**config.mk**
```make
export PLATFORM = sky130hd
export DESIGN_NAME = asc_top
export DESIGN_NICKNAME = d
export VERILOG_FILES = /design/src/rtl/asc_pkg.sv /design/src/rtl/asc_fmt_if.sv /design/src/rtl/asc_hit_bank.sv /design/src/rtl/asc_result_format.sv /design/src/rtl/asc_top.sv
export VERILOG_INCLUDE_DIRS = /design/src /design/src/rtl
export SDC_FILE = /design/constraint.sdc
export NUM_CORES = 1
export LEC_CHECK = 0
export BUFFER_PORTS_ARGS = -buffer_cell sky130_fd_sc_hd__buf_4
export CAP_MARGIN = 40
export CORE_ASPECT_RATIO = 0.7
export CORE_MARGIN = 1
export CORE_UTILIZATION = 43
export CTS_CLUSTER_DIAMETER = 120
export DETAILED_ROUTE_END_ITERATION = 16
export PLACE_DENSITY_LB_ADDON = 0.08
export SYNTH_ARGS = -nofsm -noshare
export SYNTH_HDL_FRONTEND = slang
export SYNTH_SLANG_ARGS = --single-unit
```
**constraint.sdc**
```tcl
create_clock -name pclk -period 2.33 [get_ports pclk]
set_input_delay 0.233 -clock pclk [delete_from_list [all_inputs] [get_ports pclk]]
set_output_delay 0.233 -clock pclk [all_outputs]
set_load 0.05 [all_outputs]
```
**src/rtl/asc_defines.svh**
```systemverilog
// Register map, field layout, reset values and channel masks of the scan/compare block
`ifndef ASC_DEFINES_SVH
`define ASC_DEFINES_SVH

`define ASC_ADDR_W          8
`define ASC_OFS_HIT_LOW     8'h00
`define ASC_OFS_SCAN_HIGH   8'h04
`define ASC_OFS_SCAN_LOW    8'h08
`define ASC_OFS_FMT_CTRL    8'h0c
`define ASC_OFS_RESULT      8'h10
`define ASC_OFS_IRQ_STATUS  8'h14
`define ASC_OFS_IRQ_MASK    8'h18

`define ASC_RST_HIT_LOW     16'h0000
`define ASC_RST_SCAN_HIGH   16'h0000
`define ASC_RST_SCAN_LOW    16'h0000
`define ASC_RST_FMT_CTRL    3'h0
`define ASC_RST_RESULT      16'h0000
`define ASC_RST_IRQ         2'h0

// Format control fields
`define ASC_FMT_SEL_LSB     0
`define ASC_FMT_SEL_MSB     1
`define ASC_FMT_12BIT_BIT   2

// Interrupt status fields
`define ASC_IRQ_MATCH_BIT   0
`define ASC_IRQ_WRITE_BIT   1

// Compare mode where buffer writes also set hit flags
`define ASC_CM_WRITE_OR_MATCH 2'h3

// Implemented-bit masks per package variant
`define ASC_MASK_LOW_FULL   16'hffff
`define ASC_MASK_LOW_28     16'hfe3f
`define ASC_MASK_LOW_20     16'hfe1f
`define ASC_MASK_HIGH_FULL  16'h7cff
`define ASC_MASK_HIGH_20    16'h7ce7

`endif

```
**src/rtl/asc_pkg.sv**
```systemverilog
// Types shared by the scan/compare/format block
package asc_pkg;

  typedef enum logic [1:0] {
    ASC_VAR_20PIN,
    ASC_VAR_28PIN,
    ASC_VAR_FULL
  } asc_variant_t;

  typedef enum logic [1:0] {
    ASC_FMT_INT,
    ASC_FMT_SINT,
    ASC_FMT_FRAC,
    ASC_FMT_SFRAC
  } asc_fmt_t;

endpackage

```
**src/rtl/asc_fmt_if.sv**
```systemverilog
// Link between the register block and the result formatter
`timescale 1ns/1ps
`default_nettype none
interface asc_fmt_if;
  logic [12:0]       raw_code;
  logic              raw_valid;
  logic              twelve_bit;
  asc_pkg::asc_fmt_t fmt;
  logic [15:0]       word;
  logic              word_valid;

  modport src (output raw_code, output raw_valid, output twelve_bit, output fmt,
               input word, input word_valid);
  modport fmt_end (input raw_code, input raw_valid, input twelve_bit, input fmt,
                   output word, output word_valid);
endinterface
`default_nettype wire

```
**src/rtl/asc_hit_bank.sv**
```systemverilog
// Sixteen compare hit flags, set by hardware and written by software
`timescale 1ns/1ps
`default_nettype none
`include "asc_defines.svh"
module asc_hit_bank
(
  // Clock and reset
  input  wire logic        pclk,
  input  wire logic        presetn,
  // Converter events
  input  wire logic [1:0]  compare_mode_field,
  input  wire logic [15:0] match_evt,
  input  wire logic [15:0] buf_write_evt,
  input  wire logic [15:0] impl_mask,
  // Software access
  input  wire logic        sw_we,
  input  wire logic [15:0] sw_wdata,
  // Flags
  output logic      [15:0] hit_flag,
  output logic             any_match,
  output logic             any_write
);

  logic [15:0] set_vec;
  logic [15:0] next_hit;

  always_comb
  begin
    if (compare_mode_field == `ASC_CM_WRITE_OR_MATCH)
      set_vec = match_evt | buf_write_evt;
    else
      set_vec = match_evt;
    next_hit = sw_we ? sw_wdata : hit_flag;
    next_hit = (next_hit | set_vec) & impl_mask;
  end

  // Hardware set wins over a software clear in the same cycle
  always_ff @(posedge pclk or negedge presetn)
  begin
    if (!presetn)
      hit_flag <= `ASC_RST_HIT_LOW;
    else
      hit_flag <= next_hit;
  end

  assign any_match = |(match_evt & impl_mask);
  assign any_write = |(buf_write_evt & impl_mask);
endmodule
`default_nettype wire

```
**src/rtl/asc_result_format.sv**
```systemverilog
// Turns a raw conversion code into a 16-bit bus word
`timescale 1ns/1ps
`default_nettype none
`include "asc_defines.svh"
module asc_result_format
(
  // Clock and reset
  input  wire logic  pclk,
  input  wire logic  presetn,
  // Code in, word out
  asc_fmt_if.fmt_end f
);

  logic [15:0] next_word;
  logic        sgn;

  always_comb
  begin
    next_word = 16'h0000;
    if (f.twelve_bit)
    begin
      sgn = f.raw_code[12];
      case (f.fmt)
        asc_pkg::ASC_FMT_INT:   next_word = {4'h0, f.raw_code[11:0]};
        asc_pkg::ASC_FMT_SINT:  next_word = {{4{sgn}}, f.raw_code[11:0]};
        asc_pkg::ASC_FMT_FRAC:  next_word = sgn ? 16'h0000 : {f.raw_code[11:0], 4'h0};
        asc_pkg::ASC_FMT_SFRAC: next_word = {sgn, f.raw_code[11:0], 3'h0};
        default:                next_word = 16'h0000;
      endcase
    end
    else
    begin
      sgn = f.raw_code[10];
      case (f.fmt)
        asc_pkg::ASC_FMT_INT:   next_word = {6'h00, f.raw_code[9:0]};
        asc_pkg::ASC_FMT_SINT:  next_word = {{6{sgn}}, f.raw_code[9:0]};
        asc_pkg::ASC_FMT_FRAC:  next_word = {f.raw_code[9:0], 6'h00};
        asc_pkg::ASC_FMT_SFRAC: next_word = {sgn, f.raw_code[9:0], 5'h00};
        default:                next_word = 16'h0000;
      endcase
    end
  end

  // Word held until the next valid code
  always_ff @(posedge pclk or negedge presetn)
  begin
    if (!presetn)
      f.word <= `ASC_RST_RESULT;
    else if (f.raw_valid)
      f.word <= next_word;
  end

  always_ff @(posedge pclk or negedge presetn)
  begin
    if (!presetn)
      f.word_valid <= 1'b0;
    else
      f.word_valid <= f.raw_valid;
  end
endmodule
`default_nettype wire

```
**src/rtl/asc_top.sv**
```systemverilog
// Scan selection, compare hit flags and result formatting behind an APB slave
//
// What this block does
// In compare mode 11 a hit flag sets when its result buffer is written or matches, and stays set until software writes a zero.
// In every other compare mode a hit flag sets only on a compare match of its channel.
// Hit flags and scan bits of channels the variant lacks always read zero.
// High scan word bits 14-10 pick channels 30-26, bits 7-0 channels 23-16; bits 15 and 9-8 read zero.
// Each low scan word bit 15-0 includes (one) or skips (zero) the analog input of that number.
// Software should never scan channels the variant lacks, since their results are indeterminate.
// The smallest variant lacks hit and low scan bits 8-5 and high scan channels 20 and 19.
// The mid-size variant lacks hit and low scan bits 8-6.
// A 10-bit result reads as integer, signed integer, fraction or signed fraction in set layouts.
// Unsigned 12-bit fraction puts the code in bits 15-4, and any negative input gives zero.
// Signed 12-bit fraction puts the sign at bit 15, code beneath, three low zeros.
// All implemented hit and scan bits are read/write and clear after power-on reset.
`timescale 1ns/1ps
`default_nettype none
`include "asc_defines.svh"
module asc_top
#(
  parameter asc_pkg::asc_variant_t VARIANT = asc_pkg::ASC_VAR_FULL,
  parameter int                    CODE_W  = 13
)
(
  // Clock and reset
  input  wire logic        pclk,
  input  wire logic        presetn,
  // APB slave
  input  wire logic        psel,
  input  wire logic        penable,
  input  wire logic        pwrite,
  input  wire logic [7:0]  paddr,
  input  wire logic [31:0] pwdata,
  output logic      [31:0] prdata,
  output logic             pready,
  output logic             pslverr,
  // Converter side
  input  wire logic [1:0]  compare_mode_field,
  input  wire logic [15:0] match_evt,
  input  wire logic [15:0] buf_write_evt,
  input  wire logic [12:0] raw_code,
  input  wire logic        raw_valid,
  output logic      [31:0] scan_include_bit,
  output logic      [15:0] result_word,
  output logic             result_valid,
  // Interrupt
  output logic             irq
);

  ////////////////////////////////////////////////////////////////////////////
  // Elaboration checks and variant masks

  generate
    if (CODE_W != 13)
    begin : g_bad_width
      $error("asc_top supports only a 13-bit raw code");
    end
    if (VARIANT != asc_pkg::ASC_VAR_20PIN && VARIANT != asc_pkg::ASC_VAR_28PIN && VARIANT != asc_pkg::ASC_VAR_FULL)
    begin : g_bad_variant
      $error("asc_top supports only the three package variants");
    end
  endgenerate

  function automatic logic [15:0] low_mask(input asc_pkg::asc_variant_t v);
    case (v)
      asc_pkg::ASC_VAR_20PIN: low_mask = `ASC_MASK_LOW_20;
      asc_pkg::ASC_VAR_28PIN: low_mask = `ASC_MASK_LOW_28;
      default:                low_mask = `ASC_MASK_LOW_FULL;
    endcase
  endfunction

  function automatic logic [15:0] high_mask(input asc_pkg::asc_variant_t v);
    if (v == asc_pkg::ASC_VAR_20PIN)
      high_mask = `ASC_MASK_HIGH_20;
    else
      high_mask = `ASC_MASK_HIGH_FULL;
  endfunction

  localparam logic [15:0] LOW_MASK  = low_mask(VARIANT);
  localparam logic [15:0] HIGH_MASK = high_mask(VARIANT);

  ////////////////////////////////////////////////////////////////////////////
  // APB decode

  logic        wr_en;
  logic        rd_en;
  logic        hit_sel;
  logic        shi_sel;
  logic        slo_sel;
  logic        fmt_sel;
  logic        res_sel;
  logic        ist_sel;
  logic        imk_sel;
  logic        mapped;

  assign wr_en  = psel && penable && pwrite;
  assign rd_en  = psel && penable && !pwrite;
  assign pready = 1'b1;

  always_comb
  begin
    hit_sel = 1'b0;
    shi_sel = 1'b0;
    slo_sel = 1'b0;
    fmt_sel = 1'b0;
    res_sel = 1'b0;
    ist_sel = 1'b0;
    imk_sel = 1'b0;
    if (paddr == `ASC_OFS_HIT_LOW)
      hit_sel = 1'b1;
    else if (paddr == `ASC_OFS_SCAN_HIGH)
      shi_sel = 1'b1;
    else if (paddr == `ASC_OFS_SCAN_LOW)
      slo_sel = 1'b1;
    else if (paddr == `ASC_OFS_FMT_CTRL)
      fmt_sel = 1'b1;
    else if (paddr == `ASC_OFS_RESULT)
      res_sel = 1'b1;
    else if (paddr == `ASC_OFS_IRQ_STATUS)
      ist_sel = 1'b1;
    else if (paddr == `ASC_OFS_IRQ_MASK)
      imk_sel = 1'b1;
    mapped = hit_sel | shi_sel | slo_sel | fmt_sel | res_sel | ist_sel | imk_sel;
  end

  // Unmapped addresses answer with an error, writes are dropped
  assign pslverr = psel && penable && !mapped;

  ////////////////////////////////////////////////////////////////////////////
  // Scan selection registers

  logic [15:0] scan_high;
  logic [15:0] scan_low;

  always_ff @(posedge pclk or negedge presetn)
  begin
    if (!presetn)
      scan_high <= `ASC_RST_SCAN_HIGH;
    else if (wr_en && shi_sel)
      scan_high <= pwdata[15:0] & HIGH_MASK;
  end

  always_ff @(posedge pclk or negedge presetn)
  begin
    if (!presetn)
      scan_low <= `ASC_RST_SCAN_LOW;
    else if (wr_en && slo_sel)
      scan_low <= pwdata[15:0] & LOW_MASK;
  end

  // Channel n of the scan list is bit n; gaps of the high word stay zero
  assign scan_include_bit = {1'b0, scan_high[14:10], 2'b00, scan_high[7:0], scan_low};

  ////////////////////////////////////////////////////////////////////////////
  // Compare hit flags

  logic [15:0] hit_flag;
  logic        any_match;
  logic        any_write;

  asc_hit_bank u_hits
  (
    .pclk               (pclk),
    .presetn            (presetn),
    .compare_mode_field (compare_mode_field),
    .match_evt          (match_evt),
    .buf_write_evt      (buf_write_evt),
    .impl_mask          (LOW_MASK),
    .sw_we              (wr_en && hit_sel),
    .sw_wdata           (pwdata[15:0]),
    .hit_flag           (hit_flag),
    .any_match          (any_match),
    .any_write          (any_write)
  );

  ////////////////////////////////////////////////////////////////////////////
  // Result format control and formatter

  logic [2:0] fmt_ctrl;

  always_ff @(posedge pclk or negedge presetn)
  begin
    if (!presetn)
      fmt_ctrl <= `ASC_RST_FMT_CTRL;
    else if (wr_en && fmt_sel)
      fmt_ctrl <= pwdata[2:0];
  end

  asc_fmt_if fmt_link ();

  assign fmt_link.raw_code   = raw_code;
  assign fmt_link.raw_valid  = raw_valid;
  assign fmt_link.twelve_bit = fmt_ctrl[`ASC_FMT_12BIT_BIT];
  assign fmt_link.fmt        = asc_pkg::asc_fmt_t'(fmt_ctrl[`ASC_FMT_SEL_MSB:`ASC_FMT_SEL_LSB]);

  asc_result_format u_fmt
  (
    .pclk    (pclk),
    .presetn (presetn),
    .f       (fmt_link.fmt_end)
  );

  assign result_word  = fmt_link.word;
  assign result_valid = fmt_link.word_valid;

  ////////////////////////////////////////////////////////////////////////////
  // Interrupt status and mask

  logic [1:0] irq_status;
  logic [1:0] irq_mask;
  logic [1:0] irq_set;
  logic [1:0] irq_clr;

  assign irq_set = {any_write, any_match};
  assign irq_clr = (wr_en && ist_sel) ? pwdata[1:0] : 2'b00;

  // Set wins over a write-one-to-clear in the same cycle
  always_ff @(posedge pclk or negedge presetn)
  begin
    if (!presetn)
      irq_status <= `ASC_RST_IRQ;
    else
      irq_status <= (irq_status & ~irq_clr) | irq_set;
  end

  always_ff @(posedge pclk or negedge presetn)
  begin
    if (!presetn)
      irq_mask <= `ASC_RST_IRQ;
    else if (wr_en && imk_sel)
      irq_mask <= pwdata[1:0];
  end

  assign irq = |(irq_status & irq_mask);

  ////////////////////////////////////////////////////////////////////////////
  // Read data

  always_comb
  begin
    prdata = 32'h0000_0000;
    if (rd_en)
    begin
      if (hit_sel)
        prdata = {16'h0000, hit_flag};
      else if (shi_sel)
        prdata = {16'h0000, scan_high};
      else if (slo_sel)
        prdata = {16'h0000, scan_low};
      else if (fmt_sel)
        prdata = {29'h0000_0000, fmt_ctrl};
      else if (res_sel)
        prdata = {16'h0000, fmt_link.word};
      else if (ist_sel)
        prdata = {30'h0000_0000, irq_status};
      else if (imk_sel)
        prdata = {30'h0000_0000, irq_mask};
    end
  end
endmodule
`default_nettype wire

```
# ---- After elaboration in Yosys (flattened, before gate mapping)
# Cells that the tools add are included.
dict set report op_classes {
  n_reduce_logical 17
  bitwise_logic 12
  n_eq_ne 10
  n_mux 43
}
# op count
set op_table {}
lappend op_table {{$mux W16} 10}
lappend op_table {{$pmux W16 S4} 2}
lappend op_table {{$or A16 B16 Y16} 2}
lappend op_table {{$reduce_or A16 Y1} 2}
lappend op_table {{$mux W1} 28}
lappend op_table {{$eq A8 B5 Y1 const B} 3}
lappend op_table {{$eq A8 B4 Y1 const B} 2}
lappend op_table {{$logic_and A1 B1 Y1} 10}
lappend op_table {{$eq A8 B3 Y1 const B} 1}
lappend op_table {{$logic_not A8 Y1} 1}
lappend op_table {{$eq A2 B2 Y1 const B} 3}
lappend op_table {{$mux W2} 3}
lappend op_table {{$or A1 B1 Y1} 6}
lappend op_table {{$and A2 B2 Y2} 2}
lappend op_table {{$eq A2 B1 Y1 const B} 1}
lappend op_table {{$logic_not A1 Y1} 2}
lappend op_table {{$logic_not A2 Y1} 1}
lappend op_table {{$not A2 Y2} 1}
lappend op_table {{$or A2 B2 Y2} 1}
lappend op_table {{$reduce_or A2 Y1} 1}
dict set report word_totals {
  output_inout_bits 84
  wordCells 90
  inputBits 93
  reg_bits 69
}

# ---- Longest topological paths before layout
# Gate-level depths: netlist (run 1).
dict set report depth {
  word_depth 16
  depth_mapped 6
  mapped_depth_nobuf 4
}

# ---- Modules after synthesis
# From an unflattened synthesis (run 1), not the netlist that was laid out.
dict set report unflattened {
  cells_unflattened 470
  area_unflattened_um2 4658.2
}
# mod area_per_inst_um2 n_inst seq_area_each_um2 cells_each
set modules_own_cells {}
lappend modules_own_cells {asc_top 2419.8 1 900.9 244}
lappend modules_own_cells {asc_result_format 1263.7 1 425.4 139}
lappend modules_own_cells {asc_hit_bank 974.7 1 400.4 87}

# ---- Worst setup path after synthesis (run 1)
# No wires, ideal clock.
dict set report synth_path {
  path_type {input -> output}
  startpoint {input port paddr[5]}
  endpoint {output port prdata[10]}
  arrival_ns 2.266
  t_required_ns 2.097
  n_path_buf 1
  setup_slack_ns -0.169
  cell_stages 5
  cell_sequence {nor4b_1 and2_2 buf_6 a22oi_1 a211oi_1}
}
dict set report synth_between {
  elab_chain_cells 12
  elab_cells_between_ends 26
  classes_between {eq/ne (4); mux (21); reduce/logical (1)}
}
# element line_no
set synth_rtl {}
lappend synth_rtl {{start, declared} asc_top.sv:32} ;# input wire logic [7:0] paddr,
lappend synth_rtl {{$eq A8 B5 Y1 (no source line)} -}
lappend synth_rtl {{$mux W1} asc_top.sv:117} ;# else if (paddr == `ASC_OFS_RESULT)
lappend synth_rtl {{$mux W1} asc_top.sv:115} ;# else if (paddr == `ASC_OFS_FMT_CTRL)
lappend synth_rtl {{$mux W1} asc_top.sv:113} ;# else if (paddr == `ASC_OFS_SCAN_LOW)
lappend synth_rtl {{$mux W1} asc_top.sv:111} ;# else if (paddr == `ASC_OFS_SCAN_HIGH)
lappend synth_rtl {{$mux W1} asc_top.sv:109} ;# if (paddr == `ASC_OFS_HIT_LOW)
lappend synth_rtl {{$mux W16} asc_top.sv:252} ;# else if (res_sel)
lappend synth_rtl {{$mux W16} asc_top.sv:250} ;# else if (fmt_sel)
lappend synth_rtl {{$mux W16} asc_top.sv:248} ;# else if (slo_sel)
lappend synth_rtl {{$mux W16} asc_top.sv:246} ;# else if (shi_sel)
lappend synth_rtl {{$mux W16 (*)} asc_top.sv:244} ;# if (hit_sel)
lappend synth_rtl {{$mux W16 (*)} asc_top.sv:242} ;# if (rd_en)
lappend synth_rtl {{end, declared} asc_top.sv:34} ;# output logic [31:0] prdata,
# Every way passes the cells marked *; elsewhere a longest branch is shown, timed or not.

# ---- Final worst setup path (run 1)
dict set report layout_path {
  startpoint {input port paddr[5]}
  endpoint {output port prdata[6]}
}
# Same word-level chain as after synthesis.

==> results of run 1 <==
==> how the worst max path moves through the flow <==
stage | slack (ns) | to
after detailed placement | 0.22 | prdata[6]
final | 0.19 | prdata[6]
after floorplan | 0.18 | prdata[14]
after CTS | 0.22 | prdata[6]
after global placement | 0.20 | prdata[6]
after global routing | 0.11 | prdata[6]
==> cells in the final DEF, fill, tap and decap left out, types with 18 or more instances in the layout <==
master   synthesis  routed
buf_4           25     151
dfrtp_1         69      69
mux2i_1         34      34
nand2_1         34      34
a21oi_1         28      28
inv_1           23      23
mux2_2          22      22
mux2_4          20      20
conb_1           2      20
o21ai_0         18      18
==> logic make-up (layout without fill, tap and decap cells) <==
logic type | count (synthesis) | in the layout | share of synthesized area [%]
flip-flops | 69 | 69 | 39.2
multiplexers | 78 | 78 | 21.2
buffers and inverters | 73 | 193 | 10.1
other | 2 | 20 | 0.171
AND/OR/NAND/NOR | 100 | 100 | 13.2
AO/OA/AOI/OAI | 108 | 108 | 16.1
==> layout make-up <==
class / instances / area [um^2] / share of cell area, %
Clock buffer: 9 / 225 / 3.89
Clock inverter: 7 / 66.3 / 1.14
Inverter: 24 / 90.1 / 1.55
Multi-Input combinational cell: 306 / 2360 / 40.7
Sequential cell: 69 / 1730 / 29.8
Tap cell: 128 / 160 / 2.76
Timing Repair Buffer: 153 / 1170 / 20.2
==> power breakdown <==
part	internal (mW)	switching (mW)	leakage, nW
sequential	1.23	0.0288	0.838
clock	0.822	0.516	0.145
combinational	0.206	0.374	1.79
total	2.26	0.919	2.77
==> Yosys cell counts (11+ instances only) <==
master,number
mux2i_1,34
nand2_1,34
clkbuf_1,11
nor2_1,12
inv_1,23
a211oi_1,12
a21oi_1,28
dfrtp_1,69
mux2_4,20
mux2_2,22
o21ai_0,18
buf_4,25
a22oi_1,12
==> tightest hold or removal path, cell delays in order <==
cell and delay (ns):
buf_4 0.08, a21oi_1 0.03, nand2_1 0.05
==> flip-flops by register name, summed over array words and instances, names as in the netlist <==
name                flops
fmt_ctrl                3
irq_mask                2
irq_status              2
scan_high              13
scan_low               16
u_fmt.f.word           16
u_fmt.f.word_valid      1
u_hits.hit_flag        16
==> per-layer routing <==
metal	global-route usage [%]	vias to the layer above	share of wire, %
met4	6.98	0	0.73
met1	33.1	1899	45
met5	0	-	0
li1	-	1800	-
met3	5.13	8	6.3
met2	38.3	133	48
==> through the flow <==
step                      std cells  instance area, um^2  util [%]
after global routing            696                 5800      59.2
after CTS                       696                 5800      59.2
after global placement          678                 5470      55.8
after floorplan                 448                 4530         -
after detailed placement        679                 5490      56.1
final                           696                 5800      59.2
==> metrics.csv, run 1 <==
metric,value,unit
status,finished clean,
n_diodes,0,
crit path cell chain,buf_4 -> nor4b_1 -> buf_4 -> and2_2 -> a22oi_1 -> a211oi_2 -> buf_4,
Fin Hold WS,0.102,ns
CTS root buffer,clkbuf_16,
# hold bufs at CTS,1,
Initial Utilization,44.9,%
global-route wire length before repair,19.3,mm
IO Port Bufs,140,
area delta synth->final,31.7,%
clk_lat worst skew,0.33,ns
WS Path Type,in -> out,
GPL Wtd Cong,0.829,
RSZ-0062 raised after global routing,no,
CP most frequent cell,buf_4,
die width,123,um
Max Clk Rate,467,MHz
reg-to-reg critical path endpoint,u_fmt.f.word[11],
"critical path fanouts, max",13,
Final #Nets,656,
DR iter-0 viols,180,
worst r2r path cells,4,
"CTS clk-pin slew, worst paths",0.06,ns
Hold Path Class,in -> reg,
#FFs+latches synth,69,
DR vias,3840,
Hold Startpoint,match_evt[5],
buffers plus inverters on the worst setup path,3,
drt wl/cell,17.9,um
post-CTS resize count,0,
H-tree level count,3,
detailed placement HPWL,9.51,mm
crit-path leading delay family,simple AND/OR/NAND/NOR gates,
core area,9800,um^2
Fin. Hold Viols,0,
total setup buffers inserted after CTS,0,
CP startpoint kind,input port,
Ys Warns,0,
Final WS setup,0.189,ns
max-cap check violation count,0,
post-DR vias/cell,5.52,
Global Route Usage Sum,24.1,%
worst setup path start,paddr[5],
synthesized area,4400,um^2
Synth async-reset ratio,100,%
Routed Antenna Nets,0,
Crit. End Element,output pin,
largest net degree at the start of global routing,57,
endpoints failing setup,0,
pre-CTS setup slack,0.220,ns
worst endpoint required time,2.10,ns
Most used DFF post-synth,dfrtp_1,
syn avg cell area,10.2,um^2
Yosys top cell area share,39.2,%
Final period util,91.9,%
CP peak stage delay,0.34,ns
die height,86.6,um
Die ar.,10600,um^2
GRT overflow,0,
worst IR drop on VDD,0.000354,V
measured slew at the worst slew-check pin,0.643,ns
total power,3.17,mW
crit path DAT,1.91,ns
Cell variety after synth,58,
CTS buffer count,9,
Clock Tree Buf Depth,2,
DRT Pass-1 Iters,4,
row cnt,30,
leakage,2.77,nW
TritonCTS clock tree,yes,
overall routed net length,12.5,mm
Synth area leaders,"dfrtp_1 (39%), mux2i_1 (7.7%), mux2_4 (6.8%)",
initial antenna violation count,0,
vias in the first global route,3711,
share of cells above drive strength 1,41.7,%
Power Dens Cells,548,nW/um^2
Setup Skew,0.00517,ns
Levels on crit path,7,
slowest library cell on the worst path,nor4b_1,
Worst slew margin,56.7,%
hold depth,3,
Ports,177,
fin crit period,2.14,ns
Setup TNS Final,0,ns
Hold EP,u_hits.hit_flag[5],
Remaining DRCs,0,
fillers,884,
sequential area share after synthesis,39.2,%
"EDFF count, synth",0,
internal reg-to-reg setup slack,0.47,ns
Max Slew Vio Count,0,
Gate Count Post-Synth,430,
reg2reg start,fmt_ctrl[0],
cell taking the most area after synthesis,dfrtp_1,
clk sink count,69,
(Power assumes the default switching activity.)
==> inputs of run 2 (changes only) <==
--- a/config.mk
+++ b/config.mk
@@ -16,4 +16,5 @@
 export PLACE_DENSITY_LB_ADDON = 0.08
 export SYNTH_ARGS = -nofsm -noshare
 export SYNTH_HDL_FRONTEND = slang
+export SYNTH_HIERARCHICAL = 1
 export SYNTH_SLANG_ARGS = --single-unit
==> run 2 against run 1 <==
Effect of this change:
- sequential cell count stayed put
- register-to-register slack better by 0.09 ns
- power is 5.6% higher
- final cell count is 13% higher
- via count is 9.2% higher
- fmax is 1.8% higher
- synthesized area is 5.9% higher
- hold slack better by 0.043 ns
- die area is 5.8% higher
- combinational power is 16% higher
- global-route usage is 1.1 points higher
- final area is 6.9% higher
- critical path type is now reg -> out
- critical endpoint is now prdata[0]
- largest power group unchanged
==> metrics.csv, run 2 <==
metric,value,unit,change
status,finished clean,,
Routed Antenna Nets,0,,unchanged
leakage,2.92,nW,+5.4%
"most common cell after layout, fill and taps aside",buf_4,,
footprint of the multi-input gates,2750,um^2,+17%
Global Route Usage Sum,25.3,%,+1.1 points
worst IR drop on VDD,0.000348,V,-1.8%
RSZ-0062 raised after global routing,no,,
cell with the most instances after synthesis,dfrtp_1,,
worst endpoint required time,2.10,ns,about the same
hold depth,2,,-1
Clock Tree Buf Depth,2,,unchanged
WS Path Type,reg -> out,,
simple-gate area share of the yosys netlist,14.5,%,+1.3 points
drt wl/cell,17.8,um,-0.81%
placed cells,769,,+13%
Fin. Hold Viols,0,,unchanged
detailed placement HPWL,10.7,mm,+12%
post-DR vias/cell,5.33,,-3.3%
Final #Nets,742,,+13%
H-tree level count,3,,unchanged
share of cells above drive strength 1,34.7,%,-7.0 points
clk sink count,69,,unchanged
Max Clk Rate,476,MHz,+1.8%
Power Dens Cells,541,nW/um^2,-1.3%
Worst slew margin,51.1,%,-5.6 points
Synth Area in Adders,0,%,unchanged
post-CTS resize count,0,,unchanged
global-route wire length before repair,21.2,mm,+9.9%
Remaining DRCs,0,,unchanged
fin crit period,2.10,ns,-0.0378 ns
syn avg cell area,9.91,um^2,-3.1%
Setup Skew,0.00610,ns,+0.000928 ns
total setup buffers inserted after CTS,0,,unchanged
"critical path fanouts, max",23,,+10
largest registers,"scan_low x16, u_fmt/f.word x16, u_hits/hit_flag x16",,
Cell variety after synth,66,,+14%
Yosys top cell area share,37.1,%,-2.2 points
core area,10400,um^2,+6.5%
die width,126,um,+2.9%
Die ar.,11300,um^2,+5.8%
CTS buffer count,9,,unchanged
"commonest cells after routing, fill and taps aside","buf_4 (152), dfrtp_1 (69), conb_1 (68)",,
die height,89.1,um,+2.8%
Synth async-reset ratio,100,%,unchanged
"CTS clk-pin slew, worst paths",0.06,ns,about the same
CP startpoint kind,flop,,
CTS root buffer,clkbuf_16,,
mux cell area share after synthesis,17.1,%,-4.1 points
max-cap check violation count,0,,unchanged
row cnt,31,,+3.3%
worst r2r path cells,4,,unchanged
initial antenna violation count,0,,unchanged
Hold Path Class,in -> reg,,
Synth area leaders,"dfrtp_1 (37%), mux2_4 (6.4%), mux2i_1 (5.6%)",,
Fin Hold WS,0.145,ns,+0.0426 ns
largest net degree at the start of global routing,54,,-5.3%
n_diodes,0,,unchanged
Crit. End Element,output pin,,
Gate Count Post-Synth,470,,+9.3%
largest family of logic cells by synthesized area,compound AO/OA/AOI/OAI gates,,
"EDFF count, synth",0,,unchanged
endpoints failing setup,0,,unchanged
Synth Area in Compound Gates,21.5,%,+5.4 points
Layout Cells excl Fill,786,,+13%
GPL Wtd Cong,0.861,,+3.9%
cell taking the most area after synthesis,dfrtp_1,,
GRT overflow,0,,unchanged
crit path DAT,1.87,ns,-0.04 ns
DR vias,4193,,+9.2%
Final period util,90.3,%,-1.6 points
DRT Pass-1 Iters,5,,+1
vias in the first global route,3877,,+4.5%
clk_lat worst skew,0.33,ns,about the same
post-synthesis xor/xnor area fraction,0,%,unchanged
Ports,177,,unchanged
measured slew at the worst slew-check pin,0.734,ns,+0.0905 ns
fillers,908,,+2.7%
Initial Utilization,44.6,%,-0.26 points
"Core Util, Final",59.4,%,+0.23 points
DR iter-0 viols,216,,+20%
IO Port Bufs,140,,unchanged
sequential area share after synthesis,37.1,%,-2.2 points
Ys Warns,6,,+6
TritonCTS clock tree,yes,,
area delta synth->final,33.0,%,
synth cell count leaders,"dfrtp_1 (69), a21oi_1 (45), mux2i_1 (26), nand2_1 (26), buf_4 (22)",,
total power,3.35,mW,+5.6%
#FFs+latches synth,69,,unchanged
overall routed net length,14.0,mm,+12%
Most used DFF post-synth,dfrtp_1,,
FF/Latch Area,1730,um^2,unchanged
Max Slew Vio Count,0,,unchanged
synthesized area,4660,um^2,+5.9%
==> run 2: area by class of cell <==
type                       instances  area share (%)
inverter                          18            1.13
tap                              132            2.67
multi-input combinational        397            44.4
clock buffer                      13            4.20
timing repair buffer             154            19.0
sequential                        69            27.9
clock inverter                     3           0.707
==> run 2: what timing repair did <==
action                                  4_1_cts  5_1_grt
hold buffers                                  1        0
endpoints found under the setup margin        0        0
hold endpoints to repair                     16        0
==> run 2: logic make-up after synthesis <==
group           after synthesis
flops                        69
compound gates              147
buf+inv                      70
simple gates                115
mux                          67
other cells                   2
==> run 2: final timing paths <==
path | startpoint | to | slack (ns)
worst min register to register | scan_low[3] | scan_low[3] | 0.53
worst max-delay path | fmt_ctrl[0] | prdata[0] | 0.23
worst min-delay path | pwdata[9] | scan_low[9] | 0.14
max in group asynchronous | presetn | u_hits/hit_flag[13] | 1.46
min in group asynchronous | presetn | scan_low[5] | 0.33
worst max register to register | fmt_ctrl[0] | u_fmt/f.word[12] | 0.56
==> run 2: stage by stage <==
step,cell area [um^2],TNS (ns),setup WS [ns]
after floorplan,4920,-0.0220,-0.0220
after global placement,5850,0,0.324
after detailed placement,5880,0,0.307
after CTS,6200,0,0.215
after global routing,6200,0,0.0584
final,6200,0,0.227
==> run 2: critical path, stage by stage, from the launching register on <==
cell	delay, ns
dfrtp_1	0.81
a31oi_1	0.16
o21ai_0	0.09
o21ai_0	0.12
a21oi_1	0.15
buf_4	0.22
==> run 2: routing by layer <==
layer  up-vias  wire length (um)  GRT usage, %
li1       2006                 -             -
met1      2017              6670          35.7
met2       151              6150          37.5
met3        19               946          7.42
met4         0               211          7.45
met5         -                 0             0
==> run 2: power breakdown <==
group	leakage [nW]	switching (mW)	total, mW	internal, mW
Combinational	1.88	0.427	0.674	0.247
Clock	0.150	0.494	1.38	0.887
Sequential	0.895	0.0449	1.29	1.25
Total	2.92	0.966	3.35	2.38
